--- config.mk ---
export PLATFORM = sky130hd
export DESIGN_NAME = syc_system_ctrl
export DESIGN_NICKNAME = d
export VERILOG_FILES = /design/src/hw/syc_pkg.sv /design/src/hw/syc_prio_split.sv /design/src/hw/syc_system_ctrl.sv
export VERILOG_INCLUDE_DIRS = /design/src /design/src/hw
export SDC_FILE = /design/constraint.sdc
export NUM_CORES = 1
export LEC_CHECK = 0
export ABC_AREA = 1
export BUFFER_PORTS_ARGS = -buffer_cell sky130_fd_sc_hd__buf_2
export CAP_MARGIN = 30
export CORE_ASPECT_RATIO = 0.75
export CORE_MARGIN = 5
export CORE_UTILIZATION = 53
export CTS_BUF_LIST = sky130_fd_sc_hd__clkbuf_4 sky130_fd_sc_hd__clkbuf_8
export DETAILED_ROUTE_END_ITERATION = 10
export GPL_ROUTABILITY_DRIVEN = 0
export GPL_TIMING_DRIVEN = 0
export PLACE_DENSITY = 0.83
export REMOVE_ABC_BUFFERS = 1
export SYNTH_ARGS = -nofsm -noshare
export SYNTH_HDL_FRONTEND = slang
export SYNTH_HIERARCHICAL = 1
export SYNTH_SLANG_ARGS = --single-unit
--- constraint.sdc ---
create_clock -name pclk -period 2.82 [get_ports pclk]
set_input_delay 0.423 -clock pclk [delete_from_list [all_inputs] [get_ports pclk]]
set_output_delay 0.423 -clock pclk [all_outputs]
set_load 0.1 [all_outputs]
--- src/hw/syc_regs.svh ---
// register offsets, field positions, keys and reset values of the system control bank
`ifndef SYC_REGS_SVH
`define SYC_REGS_SVH

// ==================================================
// offsets (byte addresses on the APB side)
`define SYC_OFF_VTB        8'h00
`define SYC_OFF_APP        8'h04
`define SYC_OFF_LPC        8'h08
`define SYC_OFF_CFG        8'h0C
`define SYC_OFF_STAT       8'h10

// ==================================================
// vector table base fields
`define SYC_VTB_LSB        7
`define SYC_VTB_MSB        29
`define SYC_VTB_RST        23'h000000

// ==================================================
// interrupt and reset control fields
`define SYC_KEY_WRITE      16'h05FA
`define SYC_KEY_STATUS     16'hFA05
`define SYC_APP_KEY_LSB    16
`define SYC_APP_ENDIAN_BIT 15
`define SYC_APP_GRP_LSB    8
`define SYC_APP_GRP_MSB    10
`define SYC_APP_RESET_BIT  2
`define SYC_GRP_RST        3'h0

// ==================================================
// low-power control fields
`define SYC_LPC_EVPEND_BIT 4
`define SYC_LPC_DEEP_BIT   2
`define SYC_LPC_EXIT_BIT   1

// ==================================================
// configuration control fields
`define SYC_CFG_STK_BIT    9
`define SYC_CFG_BFIGN_BIT  8
`define SYC_CFG_DIV_BIT    4
`define SYC_CFG_UNAL_BIT   3
`define SYC_CFG_STK_RST    1'b1

// ==================================================
// status fields
`define SYC_STAT_LATCH_BIT 0
`define SYC_STAT_WAIT_BIT  1
`define SYC_STAT_RST_BIT   2

`endif

--- src/hw/syc_pkg.sv ---
// types shared by the system control bank
package syc_pkg;
	typedef logic [7:0] syc_prio_t;
	typedef logic [2:0] syc_group_t;
	typedef enum logic [2:0] {
		SYC_FLT_NONE,
		SYC_FLT_USAGE,
		SYC_FLT_BUS,
		SYC_FLT_MEM,
		SYC_FLT_HARD,
		SYC_FLT_LOCKUP
	} syc_fault_t;
	typedef enum logic {
		SYC_RUN,
		SYC_WAIT
	} syc_wfe_t;
endpackage

--- src/hw/syc_prio_split.sv ---
// splits one priority byte into group priority and subpriority
`timescale 1ns/1ps
module syc_prio_split #(
	parameter int PRIO_BITS = 8
) (
	input  wire syc_pkg::syc_prio_t  priority_byte,
	input  wire syc_pkg::syc_group_t priority_grouping,
	output wire syc_pkg::syc_prio_t  group_prio,
	output wire syc_pkg::syc_prio_t  sub_prio
);
	// ==================================================
	// masks
	function automatic syc_pkg::syc_prio_t group_mask(input syc_pkg::syc_group_t n);
		group_mask = 8'(8'hFF << (4'(n) + 4'h1));
	endfunction

	wire syc_pkg::syc_prio_t impl_mask = 8'(8'hFF << (8 - PRIO_BITS));
	wire syc_pkg::syc_prio_t masked    = priority_byte & impl_mask;
	assign group_prio = masked & group_mask(priority_grouping);
	assign sub_prio   = masked & ~group_mask(priority_grouping);
endmodule // syc_prio_split

--- src/hw/syc_system_ctrl.sv ---
// system control register bank: vector base, reset control, low power, configuration traps
//
// Implementation choices: the placing of the registers and the APB slave port.
`timescale 1ns/1ps
`include "syc_regs.svh"
module syc_system_ctrl #(
	parameter int       PRIO_BITS  = 8,
	parameter bit       BIG_ENDIAN = 1'b0
) (
	input  wire logic                pclk,
	input  wire logic                presetn,
	input  wire logic                psel,
	input  wire logic                penable,
	input  wire logic                pwrite,
	input  wire logic [7:0]          paddr,
	input  wire logic [31:0]         pwdata,
	output wire logic                pready,
	output logic      [31:0]         prdata,
	output wire logic                pslverr,
	input  wire logic [8:0]          exc_num,
	output logic      [31:0]         vector_fetch_addr,
	output wire logic                table_in_sram,
	input  wire syc_pkg::syc_prio_t  pend_prio,
	input  wire syc_pkg::syc_prio_t  active_prio,
	input  wire logic                active_valid,
	output wire logic                preempt_ok,
	output wire syc_pkg::syc_prio_t  pend_group_prio,
	output wire syc_pkg::syc_prio_t  pend_sub_prio,
	output logic                     system_reset_request,
	input  wire logic                irq_pend_rise,
	input  wire logic                irq_enabled,
	input  wire logic                send_event_instr,
	input  wire logic                ext_event,
	input  wire logic                wait_for_event_instr,
	output wire logic                core_waiting,
	output logic                     wake_pulse,
	output wire logic                deep_sleep_select,
	input  wire logic                handler_exit,
	output logic                     sleep_on_exit_pulse,
	input  wire logic                exc_entry,
	input  wire logic                sp_bit2,
	output logic                     stacked_psr_bit9,
	input  wire logic                exc_return,
	input  wire logic                stacked_bit9_in,
	output logic                     restore_adjust,
	input  wire logic                data_bus_fault,
	input  wire logic                prio_negative,
	input  wire logic                div_zero,
	output logic                     quotient_zero,
	input  wire logic                unaligned_access,
	input  wire logic                multi_or_double,
	input  wire logic                mem_fault_in,
	input  wire logic                usage_fault_en,
	input  wire logic                bus_fault_en,
	input  wire logic                mem_fault_en,
	output syc_pkg::syc_fault_t      fault_kind
);
	// ==================================================
	// state
	logic [22:0]         vtb_q;
	syc_pkg::syc_group_t grp_q;
	logic                rst_req_q;
	logic                evpend_q, deep_q, exit_q;
	logic                stk_q, bfign_q, div_q, unal_q;
	logic                latch_q, latch_d;
	syc_pkg::syc_wfe_t   wfe_q, wfe_d;

	// ==================================================
	// APB decode
	wire acc      = psel & penable;
	wire wr       = acc & pwrite;
	wire setup    = psel & ~penable;
	wire hit_vtb  = paddr == `SYC_OFF_VTB;
	wire hit_app  = paddr == `SYC_OFF_APP;
	wire hit_lpc  = paddr == `SYC_OFF_LPC;
	wire hit_cfg  = paddr == `SYC_OFF_CFG;
	wire hit_stat = paddr == `SYC_OFF_STAT;
	wire hit_any  = hit_vtb | hit_app | hit_lpc | hit_cfg | hit_stat;
	// read data is staged in setup, so the access phase never waits
	assign pready  = acc;
	assign pslverr = acc & ~hit_any;

	wire key_ok = pwdata[31:`SYC_APP_KEY_LSB] == `SYC_KEY_WRITE;
	wire wr_app = wr & hit_app & key_ok;

	// ==================================================
	// read mux
	// offset low bits read zero
	wire [31:0] rd_vtb = {2'h0, vtb_q, 7'h00};
	wire [31:0] rd_app = {`SYC_KEY_STATUS, BIG_ENDIAN, 4'h0, grp_q, 8'h00};
	wire [31:0] rd_lpc = {27'h0, evpend_q, 1'b0, deep_q, exit_q, 1'b0};
	wire [31:0] rd_cfg = {22'h0, stk_q, bfign_q, 3'h0, div_q, unal_q, 3'h0};
	wire [31:0] rd_stat = {29'h0, rst_req_q, core_waiting, latch_q};
	wire [31:0] rd_mux = hit_vtb ? rd_vtb :
		hit_app ? rd_app :
		hit_lpc ? rd_lpc :
		hit_cfg ? rd_cfg :
		hit_stat ? rd_stat : 32'h0000_0000;

	always_ff @(posedge pclk or negedge presetn) begin
		if (!presetn) begin
			prdata <= 32'h0000_0000;
		end else if (setup && !pwrite) begin
			prdata <= rd_mux;
		end
	end

	// ==================================================
	// register writes
	always_ff @(posedge pclk or negedge presetn) begin
		if (!presetn) begin
			vtb_q <= `SYC_VTB_RST;
			grp_q <= `SYC_GRP_RST;
		end else begin
			if (wr && hit_vtb) begin
				vtb_q <= pwdata[`SYC_VTB_MSB:`SYC_VTB_LSB];
			end
			if (wr_app) begin
				grp_q <= pwdata[`SYC_APP_GRP_MSB:`SYC_APP_GRP_LSB];
			end
		end
	end

	always_ff @(posedge pclk or negedge presetn) begin
		if (!presetn) begin
			evpend_q <= 1'b0;
			deep_q   <= 1'b0;
			exit_q   <= 1'b0;
		end else if (wr && hit_lpc) begin
			evpend_q <= pwdata[`SYC_LPC_EVPEND_BIT];
			deep_q   <= pwdata[`SYC_LPC_DEEP_BIT];
			exit_q   <= pwdata[`SYC_LPC_EXIT_BIT];
		end
	end

	always_ff @(posedge pclk or negedge presetn) begin
		if (!presetn) begin
			stk_q   <= `SYC_CFG_STK_RST;
			bfign_q <= 1'b0;
			div_q   <= 1'b0;
			unal_q  <= 1'b0;
		end else if (wr && hit_cfg) begin
			stk_q   <= pwdata[`SYC_CFG_STK_BIT];
			bfign_q <= pwdata[`SYC_CFG_BFIGN_BIT];
			div_q   <= pwdata[`SYC_CFG_DIV_BIT];
			unal_q  <= pwdata[`SYC_CFG_UNAL_BIT];
		end
	end

	// ==================================================
	// reset request
	// keyed write of bit 2 raises request
	// only the block's own reset drops it
	always_ff @(posedge pclk or negedge presetn) begin
		if (!presetn) begin
			rst_req_q <= 1'b0;
		end else if (wr_app && pwdata[`SYC_APP_RESET_BIT]) begin
			rst_req_q <= 1'b1;
		end
	end
	assign system_reset_request = rst_req_q;

	// ==================================================
	// vector table
	// region bit is the top stored bit
	assign table_in_sram = vtb_q[`SYC_VTB_MSB - `SYC_VTB_LSB];
	always_ff @(posedge pclk or negedge presetn) begin
		if (!presetn) begin
			vector_fetch_addr <= 32'h0000_0000;
		end else begin
			vector_fetch_addr <= rd_vtb + {21'h0, exc_num, 2'b00};
		end
	end

	// ==================================================
	// priority grouping
	syc_pkg::syc_prio_t act_group;
	syc_prio_split #(.PRIO_BITS(PRIO_BITS)) u_split_pend (
		.priority_byte     (pend_prio),
		.priority_grouping (grp_q),
		.group_prio        (pend_group_prio),
		.sub_prio          (pend_sub_prio)
	);
	syc_prio_split #(.PRIO_BITS(PRIO_BITS)) u_split_act (
		.priority_byte     (active_prio),
		.priority_grouping (grp_q),
		.group_prio        (act_group),
		.sub_prio          ()
	);
	// lower group number preempts, subpriority ignored
	assign preempt_ok = !active_valid || (pend_group_prio < act_group);

	// ==================================================
	// wait-for-event
	// disabled interrupts count only with event-on-pending
	// send-event and external event wake too
	wire wake_ev = (irq_pend_rise && (irq_enabled || evpend_q)) || send_event_instr || ext_event;
	wire running = wfe_q == syc_pkg::SYC_RUN;
	wire consume = running && wait_for_event_instr;
	// latch when not waiting, the consuming wait beats the set
	assign latch_d = (running && wake_ev && !wait_for_event_instr) ? 1'b1 :
		consume ? 1'b0 : latch_q;

	always_comb begin
		wfe_d = wfe_q;
		unique case (wfe_q)
			syc_pkg::SYC_RUN: begin
				if (consume && !latch_q && !wake_ev) begin
					wfe_d = syc_pkg::SYC_WAIT;
				end
			end
			syc_pkg::SYC_WAIT: begin
				if (wake_ev) begin
					wfe_d = syc_pkg::SYC_RUN;
				end
			end
		endcase
	end

	always_ff @(posedge pclk or negedge presetn) begin
		if (!presetn) begin
			wfe_q      <= syc_pkg::SYC_RUN;
			latch_q    <= 1'b0;
			wake_pulse <= 1'b0;
		end else begin
			wfe_q      <= wfe_d;
			latch_q    <= latch_d;
			// wake from wait or from a latched event
			wake_pulse <= (!running && wake_ev) || (consume && (latch_q || wake_ev));
		end
	end
	assign core_waiting = !running;

	// ==================================================
	// sleep controls
	// deep sleep select
	assign deep_sleep_select = deep_q;
	always_ff @(posedge pclk or negedge presetn) begin
		if (!presetn) begin
			sleep_on_exit_pulse <= 1'b0;
		end else begin
			sleep_on_exit_pulse <= handler_exit && exit_q;
		end
	end

	// ==================================================
	// stack alignment
	// record and restore the adjustment
	always_ff @(posedge pclk or negedge presetn) begin
		if (!presetn) begin
			stacked_psr_bit9 <= 1'b0;
			restore_adjust   <= 1'b0;
		end else begin
			if (exc_entry) begin
				stacked_psr_bit9 <= stk_q && sp_bit2;
			end
			restore_adjust <= exc_return && stacked_bit9_in;
		end
	end

	// ==================================================
	// fault routing
	// negative-priority data bus faults ignored or lock up
	wire bus_neg   = data_bus_fault && prio_negative;
	wire bus_plain = data_bus_fault && !prio_negative;
	// zero divide traps only when enabled
	wire div_trap  = div_zero && div_q;
	wire unal_trap = unaligned_access && (unal_q || multi_or_double);
	wire usage_ev  = div_trap || unal_trap;
	wire escalate  = (usage_ev && !usage_fault_en) || (bus_plain && !bus_fault_en) ||
		(mem_fault_in && !mem_fault_en);
	syc_pkg::syc_fault_t fault_d;
	assign fault_d = (bus_neg && !bfign_q) ? syc_pkg::SYC_FLT_LOCKUP :
		escalate ? syc_pkg::SYC_FLT_HARD :
		bus_plain ? syc_pkg::SYC_FLT_BUS :
		mem_fault_in ? syc_pkg::SYC_FLT_MEM :
		usage_ev ? syc_pkg::SYC_FLT_USAGE : syc_pkg::SYC_FLT_NONE;

	always_ff @(posedge pclk or negedge presetn) begin
		if (!presetn) begin
			fault_kind    <= syc_pkg::SYC_FLT_NONE;
			quotient_zero <= 1'b0;
		end else begin
			fault_kind    <= fault_d;
			quotient_zero <= div_zero && !div_q;
		end
	end

	// ==================================================
	// checks
	key_guard_a: assert property (@(posedge pclk) disable iff (!presetn)
		(wr && hit_app && !key_ok) |=> (grp_q == $past(grp_q) && rst_req_q == $past(rst_req_q)))
		else $error("unkeyed write changed reset control");
	key_read_a: assert property (@(posedge pclk) disable iff (!presetn)
		(setup && !pwrite && hit_app) |=> (prdata[31:16] == `SYC_KEY_STATUS && prdata[2:0] == 3'h0))
		else $error("reset control read wrong upper half");
	vtb_low_a: assert property (@(posedge pclk) disable iff (!presetn)
		(setup && !pwrite && hit_vtb) |=> prdata[6:0] == 7'h00)
		else $error("table offset low bits not zero");
	reset_set_a: assert property (@(posedge pclk) disable iff (!presetn)
		(wr_app && pwdata[`SYC_APP_RESET_BIT]) |=> system_reset_request [*4])
		else $error("reset request not raised");
	reset_hold_a: assert property (@(posedge pclk) disable iff (!presetn)
		system_reset_request |=> system_reset_request)
		else $error("reset request dropped");
	wait_wake_a: assert property (@(posedge pclk) disable iff (!presetn)
		(core_waiting && ext_event) |=> (wake_pulse && !core_waiting))
		else $error("external event did not wake");
	latch_wake_a: assert property (@(posedge pclk) disable iff (!presetn)
		(!core_waiting && send_event_instr && !wait_for_event_instr) ##1
		(wait_for_event_instr && !core_waiting) |=> (wake_pulse && !core_waiting))
		else $error("latched event lost");
	disabled_irq_a: assert property (@(posedge pclk) disable iff (!presetn)
		(core_waiting && irq_pend_rise && !irq_enabled && !evpend_q && !send_event_instr && !ext_event)
		|=> (!wake_pulse && core_waiting))
		else $error("disabled interrupt woke core");
	div_trap_a: assert property (@(posedge pclk) disable iff (!presetn)
		(div_zero && !div_q && !unaligned_access && !data_bus_fault && !mem_fault_in)
		|=> (quotient_zero && fault_kind == syc_pkg::SYC_FLT_NONE))
		else $error("untrapped zero divide faulted");
	unal_multi_a: assert property (@(posedge pclk) disable iff (!presetn)
		(unaligned_access && multi_or_double && usage_fault_en && !data_bus_fault && !mem_fault_in)
		|=> fault_kind == syc_pkg::SYC_FLT_USAGE)
		else $error("unaligned multiple did not fault");
	preempt_a: assert property (@(posedge pclk) disable iff (!presetn)
		(active_valid && pend_group_prio == act_group) |-> !preempt_ok)
		else $error("equal group preempted");
endmodule // syc_system_ctrl

==> results.sh, run 1 <==
export IMPL_placementRows=32
export IMPL_timing_max_cap_violations=0
export IMPL_min_period_ns=2.922
export IMPL_slew_violations=0
export IMPL_vias_in_the_first_global_route=5010
export IMPL_postLayoutSetupSlackWorst_ns=-0.1019
export IMPL_die_width_um=127.8
export IMPL_tritoncts_clock_tree="yes"
export IMPL_core_area_mm2=0.01021
export IMPL_post_route_util_pct=67.76
export IMPL_final_cell_mix="260 x nand2_1, 174 x buf_2, 98 x dfrtp_1"
export IMPL_pwr_density_cell_mw_per_mm2=435.1
export IMPL_routed_length_per_instance_um=14.08
export IMPL_crit_required_ns=2.40
export IMPL_buffer_cell_driving_the_clock_tree_root="clkbuf_8"
export IMPL_routed_wirelength_mm=14.65
export IMPL_ir_worst_vdd_mv=0.2284
export IMPL_setup_viol=1
export IMPL_hold_fix_buffers_cts=0
export IMPL_area_taken_by_multi_input_logic_gates_mm2=0.002571
export IMPL_hold_slack_ns=0.04071
export IMPL_drcViolationCount=0
export IMPL_insertedDiodeCount=0
export IMPL_clock_sinks=102
export IMPL_synth_warnings=6
export IMPL_effective_utilization_at_floorplan_pct=53.98
export IMPL_slew_margin_rel_pct=56.80
export IMPL_place_hpwl_mm=11.12
export IMPL_setup_total_negative_slack_ns=-0.1019
export IMPL_cellLeakagePower_nw=4.129
export IMPL_clk_transition_reported_paths_ns=0.09
export IMPL_syn_instance_count=717
export IMPL_syn2layout_area_growth_pct=25.52
export IMPL_holdCritPathClass="in -> async"
export IMPL_final_layout_size_suffix_gt1_share_pct=29.87
export IMPL_cp_start_kind="flop"
export IMPL_max_slew_worst_pin_slew_ns=0.6444
export IMPL_critical_path_endpoint_type="primary output"
export IMPL_globalRoute_totalOverflow=0
export IMPL_place_port_buffers=176
export IMPL_violations="setup timing"
export IMPL_groute_usage_overall_pct=23.72
export IMPL_route_detailed_vias_per_inst=4.990
export IMPL_clock_fmax_mhz=342.2
export IMPL_final_fill_count=898
export IMPL_largest_net_degree_at_the_start_of_global_routing=59
export IMPL_num_nets_final=1009
export IMPL_htree_num_levels=3
export IMPL_pin_count=185
export IMPL_worstSetupPathType="reg -> out"
export IMPL_rsz_0062_raised_after_global_routing="true"
export IMPL_outcome="complete, but fails checks"
export IMPL_placed_cells_incl_taps=1015
export IMPL_grt_pass1_wl_mm=24.07
export IMPL_netlist_area_mm2=0.005512
export IMPL_antenna_violating_nets_post_route=0
export IMPL_die_h_um=98.32
export IMPL_final_min_period_over_clock_period_pct=103.6
export IMPL_drt_pass1_iterations=5
export IMPL_die_outline_area_mm2=0.01256
export IMPL_report_final_hold_viol_count=0
export IMPL_clock_path_buffers=2
export IMPL_drt_iter0_drc=409
export IMPL_worstSkewPairLatency_ns=0.37
export IMPL_clock_skew_final_ns=0.006194
export IMPL_most_common_cell_after_layout_fill_and_taps_aside="nand2_1"
export IMPL_cts_buffers_inserted=9
export IMPL_num_vias=5190
export IMPL_critPathArrivalTime_ns=2.50
export IMPL_sequential_cell_area_mm2=0.002557
export IMPL_antenna_found_initial=0
export IMPL_timing_critical_path_fanout_max=16
export IMPL_layoutNonFillerInstCount=1040
export IMPL_syn_avg_cell_area_um2=7.687
where the power goes:
group	internal (mW)	switching (mW)	total [mW]
clock network	0.495	0.494	0.989
logic	0.117	0.399	0.516
registers	1.49	0.0169	1.50
total	2.10	0.910	3.01
metal layers:
layer / GRT usage (%) / share of wire [%] / wire, um / vias up
met5: 0 / 0 / 0 / -
met1: 33.17 / 44 / 6439 / 2385
met2: 36.08 / 45 / 6554 / 215
li1: - / - / - / 2570
met4: 6.117 / 1.5 / 223 / 0
met3: 7.326 / 9.8 / 1429 / 20
path summary, 6_finish.rpt:
| path | from | end | slack (ns) | cells after the start |
|---|---|---|---|---|
| max | grp_q[0]$_DFFE_PN0P_ | preempt_ok | -0.10 | 12 |
| min | presetn | prdata[20]$_DFFE_PN0P_ | 0.04 | 1 |
| max reg2reg | vtb_q[0]$_DFFE_PN0P_ | vector_fetch_addr[29]$_DFF_PN0_ | 0.84 | 6 |
| min reg2reg | prdata[24]$_DFFE_PN0P_ | prdata[24]$_DFFE_PN0P_ | 0.48 | 2 |
| max in group asynchronous | presetn | stk_q$_DFFE_PN1P_ | 2.06 | 2 |
| min in group pclk | exc_num[1] | vector_fetch_addr[3]$_DFF_PN0_ | 0.15 | 1 |
area by class of cell:
cell class	instances	area share, %
clock buffer	9	1.791
clock inverter	7	1.284
inverter	94	5.137
multi-input combinational	503	37.17
sequential	102	36.97
tap	136	2.460
timing repair buffer	189	15.19
through the flow:
step / setup WS [ns] / power, mW / cell area, um2
final: -0.1019 / 3.010 / 6918
after global routing: -0.2492 / 3.125 / 6918
after CTS: -0.09949 / 3.037 / 6893
after detailed placement: -0.2120 / 2.041 / 6502
after global placement: -2.503 / 2.021 / 6417
after floorplan: -1.507 / 1.869 / 5366
state kept, by name (all words and copies together), names as in the netlist, 3 cells and up:
signal and flops:
prdata 29, fault_kind 3, vector_fetch_addr 29, grp_q 3, vtb_q 23
critical path, stage by stage, from the launching register on:
cell	delay, ns
dfrtp_2	0.47
buf_6	0.15
buf_4	0.14
nand3_4	0.20
nand2_1	0.10
nor2_2	0.12
ha_1	0.27
a21oi_1	0.20
nand2_2	0.10
nand2_1	0.06
nand2_1	0.06
nand2_2	0.08
buf_12	0.17
what timing repair did:
action | in CTS | in global routing
pin swaps | 10 | 5
setup buffers | 9 | 0
setup endpoints to repair | 3 | 1
resized for setup | 31 | 5
No activity file was read; power rests on OpenSTA's default activity.
==> inputs of run 2 (changes only) <==
CORE_UTILIZATION = 52   (was 53)
SYNTH_HIERARCHICAL = default   (was 1)
==> results.sh, run 2 <==
export IMPL_synth_yosys_seq_area_share_pct=48.24
export IMPL_post_route_util_pct=67.74
export IMPL_syn_avg_cell_area_um2=8.721
export IMPL_final_fill_count=773
export IMPL_final_min_period_over_clock_period_pct=102.1
export IMPL_pwr_density_cell_mw_per_mm2=474.5
export IMPL_globalRoute_totalOverflow=0
export IMPL_clk_transition_reported_paths_ns=0.09
export IMPL_antenna_violating_nets_post_route=0
export IMPL_holdCritPathClass="in -> reg"
export IMPL_dominant_combinational_cell_family_by_area_after_synthesis="simple AND/OR/NAND/NOR gates"
export IMPL_setup_reg_to_reg_worst_slack_ns=0.89
export IMPL_worst_hold_path_endpoint="vector_fetch_addr[6]$_DFF_PN0_"
export IMPL_placementRows=31
export IMPL_pin_count=185
export IMPL_switching_portion_of_total_power_pct=31.72
export IMPL_place_area_mm2=0.006248
export IMPL_outcome="complete, but fails checks"
export IMPL_timing_max_cap_violations=0
export IMPL_synth_cell_types=43
export IMPL_antenna_found_initial=0
export IMPL_slew_margin_rel_pct=40.82
export IMPL_clock_power_share_pct=32.0
export IMPL_largest_net_degree_at_the_start_of_global_routing=74
export IMPL_fraction_of_the_mapped_netlist_area_in_compound_gates_pct=10.80
export IMPL_die_width_um=126.5
export IMPL_die_h_um=97.38
export IMPL_synth_area_leader_cell="dfrtp_1"
export IMPL_groute_usage_overall_pct=22.95
export IMPL_reg2reg_end="vector_fetch_addr[25]$_DFF_PN0_"
export IMPL_effective_utilization_at_floorplan_pct=53.95
export IMPL_cts_buffers_inserted=9
export IMPL_sequential_group_share_of_total_power_pct=48.1
export IMPL_synthFlopType="dfrtp_1"
export IMPL_clock_sinks=102
export IMPL_clock_skew_final_ns=0.009763
export IMPL_min_period_ns=2.880
export IMPL_rsz_0062_raised_after_global_routing="true"
export IMPL_area_taken_by_multi_input_logic_gates_mm2=0.002392
export IMPL_slew_violations=0
export IMPL_sequential_cell_area_mm2=0.002556
export IMPL_most_common_cell_after_layout_fill_and_taps_aside="buf_2"
export IMPL_synth_seq_cells=102
export IMPL_setup_viol=1
export IMPL_insertedDiodeCount=0
export IMPL_edff_count_synth=0
export IMPL_ir_worst_vdd_mv=0.3069
export IMPL_power_report_internal_total_mw=2.154
export IMPL_violations="setup timing"
export IMPL_buffer_cell_driving_the_clock_tree_root="clkbuf_8"
export IMPL_syn_instance_count=607
export IMPL_worstSkewPairLatency_ns=0.35
export IMPL_routed_length_per_instance_um=15.50
export IMPL_final_layout_size_suffix_gt1_share_pct=36.24
export IMPL_synth_adder_area_share_pct=3.687
export IMPL_report_final_hold_viol_count=0
export IMPL_synthArstFlopShare_pct=100.0
export IMPL_worstSetupPathType="reg -> out"
export IMPL_vias_in_the_first_global_route=4815
export IMPL_place_port_buffers=176
export IMPL_core_area_mm2=0.009813
export IMPL_synthMostInstantiatedCell="nand2_1"
export IMPL_cellLeakagePower_nw=3.682
export IMPL_tritoncts_clock_tree="yes"
export IMPL_place_hpwl_mm=10.91
export IMPL_clock_fmax_mhz=347.2
export IMPL_final_cell_mix="174 x buf_2, 154 x nand2_1, 99 x dfrtp_1"
export IMPL_post_synth_main_area_contributors="dfrtp_1 48%, nand2_1 11%, inv_1 5.7%, nor2_1 3.6%, nand3_1 3.5%"
export IMPL_postLayoutSetupSlackWorst_ns=-0.06040
export IMPL_max_slew_worst_pin_slew_ns=0.8864
export IMPL_drt_iter0_drc=269
export IMPL_drt_pass1_iterations=5
export IMPL_worstHoldStart="exc_num[4]"
export IMPL_htree_num_levels=3
export IMPL_route_detailed_vias_per_inst=5.139
export IMPL_drcViolationCount=0
export IMPL_synth_warnings=0
export IMPL_worst_r2r_startpoint="vtb_q[0]$_DFFE_PN0P_"
export IMPL_die_outline_area_mm2=0.01232
export IMPL_multiplexer_share_of_the_synthesized_area_pct=0
export IMPL_crit_required_ns=2.40
export IMPL_synth_top_cell_area_share_pct=47.74
export IMPL_netlist_area_mm2=0.005294
export IMPL_hold_path_cell_count=1
export IMPL_routed_wirelength_mm=14.32
export IMPL_critical_path_endpoint_type="primary output"
export IMPL_synth_simple_gate_area_share_pct=26.02
export IMPL_num_nets_final=892
export IMPL_grt_pass1_wl_mm=23.15
export IMPL_largestRegisters="prdata: 29 flops, vector_fetch_addr: 29 flops, vtb_q: 23 flops"
export IMPL_rr_worst_depth=8
export IMPL_cp_start_kind="flop"
export IMPL_clock_path_buffers=2
export IMPL_timing_critical_path_fanout_max=2
export IMPL_finish_instance_area_mm2=0.006648
export IMPL_most_numerous_cell_types_in_the_synthesized_netlist="160 x nand2_1, 101 x dfrtp_1, 81 x inv_1"
export IMPL_p_total_mw=3.154
export IMPL_num_vias=4748
export IMPL_power_net_switching_mw=1.000
export IMPL_synth_xor_area_share_pct=2.316
export IMPL_critPathArrivalTime_ns=2.46
export IMPL_syn2layout_area_growth_pct=25.57
export IMPL_pwr_share_comb_pct=19.9
run 2: repair_timing:
| item | in CTS | in global routing |
|---|---|---|
| endpoints found under the hold margin | 29 | 0 |
| setup endpoints to repair | 1 | 1 |
| hold buffers | 1 | 0 |
| buffers inserted | 3 | 2 |
| pin swaps | 6 | 10 |
| resized for setup | 15 | 17 |
run 2: per-stage QoR:
| stage | hold WS [ns] | std cells | setup slack, ns | setup TNS [ns] |
|---|---|---|---|---|
| after floorplan | 0.1274 | 593 | -1.641 | -2.221 |
| after global placement | 0.4059 | 901 | -0.1592 | -0.1592 |
| after detailed placement | 0.3824 | 902 | -0.2407 | -0.2407 |
| after CTS | 0.1596 | 922 | -0.08539 | -0.08539 |
| after global routing | 0.1544 | 924 | -0.1968 | -0.1968 |
| final | 0.1775 | 924 | -0.06040 | -0.06040 |
run 2: critical path, stage by stage (launching register included):
cell and delay (ns):
dfrtp_1 0.42, ha_4 0.17, inv_4 0.04, ha_4 0.29, nand2_4 0.07, nor2_1 0.24
ha_4 0.26, nand2_1 0.08, inv_1 0.05, nand2_1 0.07, nand2_2 0.06, nand2_1 0.06
nand2_1 0.06, nand2_2 0.08, buf_12 0.17
run 2: power by group through the flow:
stage                     Sequential [mW]  Clock [mW]  Combinational, mW
after floorplan                      1.76           0              0.217
after global placement               1.54           0              0.594
after detailed placement             1.55           0              0.612
after CTS                            1.52        1.03              0.620
after global routing                 1.52        1.10              0.665
final                                1.52        1.01              0.626
run 2: how the worst max path moves through the flow:
stage	depth (start not counted)	from	endpoint	slack, ns
finish	14	grp_q[0]$_DFFE_PN0P_	preempt_ok	-0.06
global route	17	grp_q[0]$_DFFE_PN0P_	preempt_ok	-0.20
CTS	13	grp_q[1]$_DFFE_PN0P_	preempt_ok	-0.09
detailed placement	12	grp_q[1]$_DFFE_PN0P_	preempt_ok	-0.24
global placement	12	grp_q[1]$_DFFE_PN0P_	preempt_ok	-0.16
floorplan	9	grp_q[2]$_DFFE_PN0P_	preempt_ok	-1.64
run 2: area by class of cell:
cell class / instances / share of cell area (%)
clock buffer: 11 / 2.089
clock inverter: 5 / 1.261
inverter: 88 / 5.082
multi-input combinational: 403 / 35.99
sequential: 102 / 38.45
tap: 132 / 2.484
timing repair buffer: 183 / 14.64
run 2: per-layer routing:
layer  up-vias  global-route usage (%)  share of wire (%)  routed length (um)
met5         -                       0                  0                   0
met4         0                   5.606                2.0                 287
met3        25                   4.560                7.8                1123
met2       190                   36.54                 48                6814
met1      2259                   32.35                 43                6093
li1       2274                       -                  -                   -
run 2: kinds of logic after synthesis:
| group | after synthesis |
|---|---|
| compound gates | 77 |
| fa+ha+maj | 15 |
| other cells | 1 |
| simple gates | 292 |
| flops | 102 |
| xor+xnor | 14 |
| buf+inv | 106 |
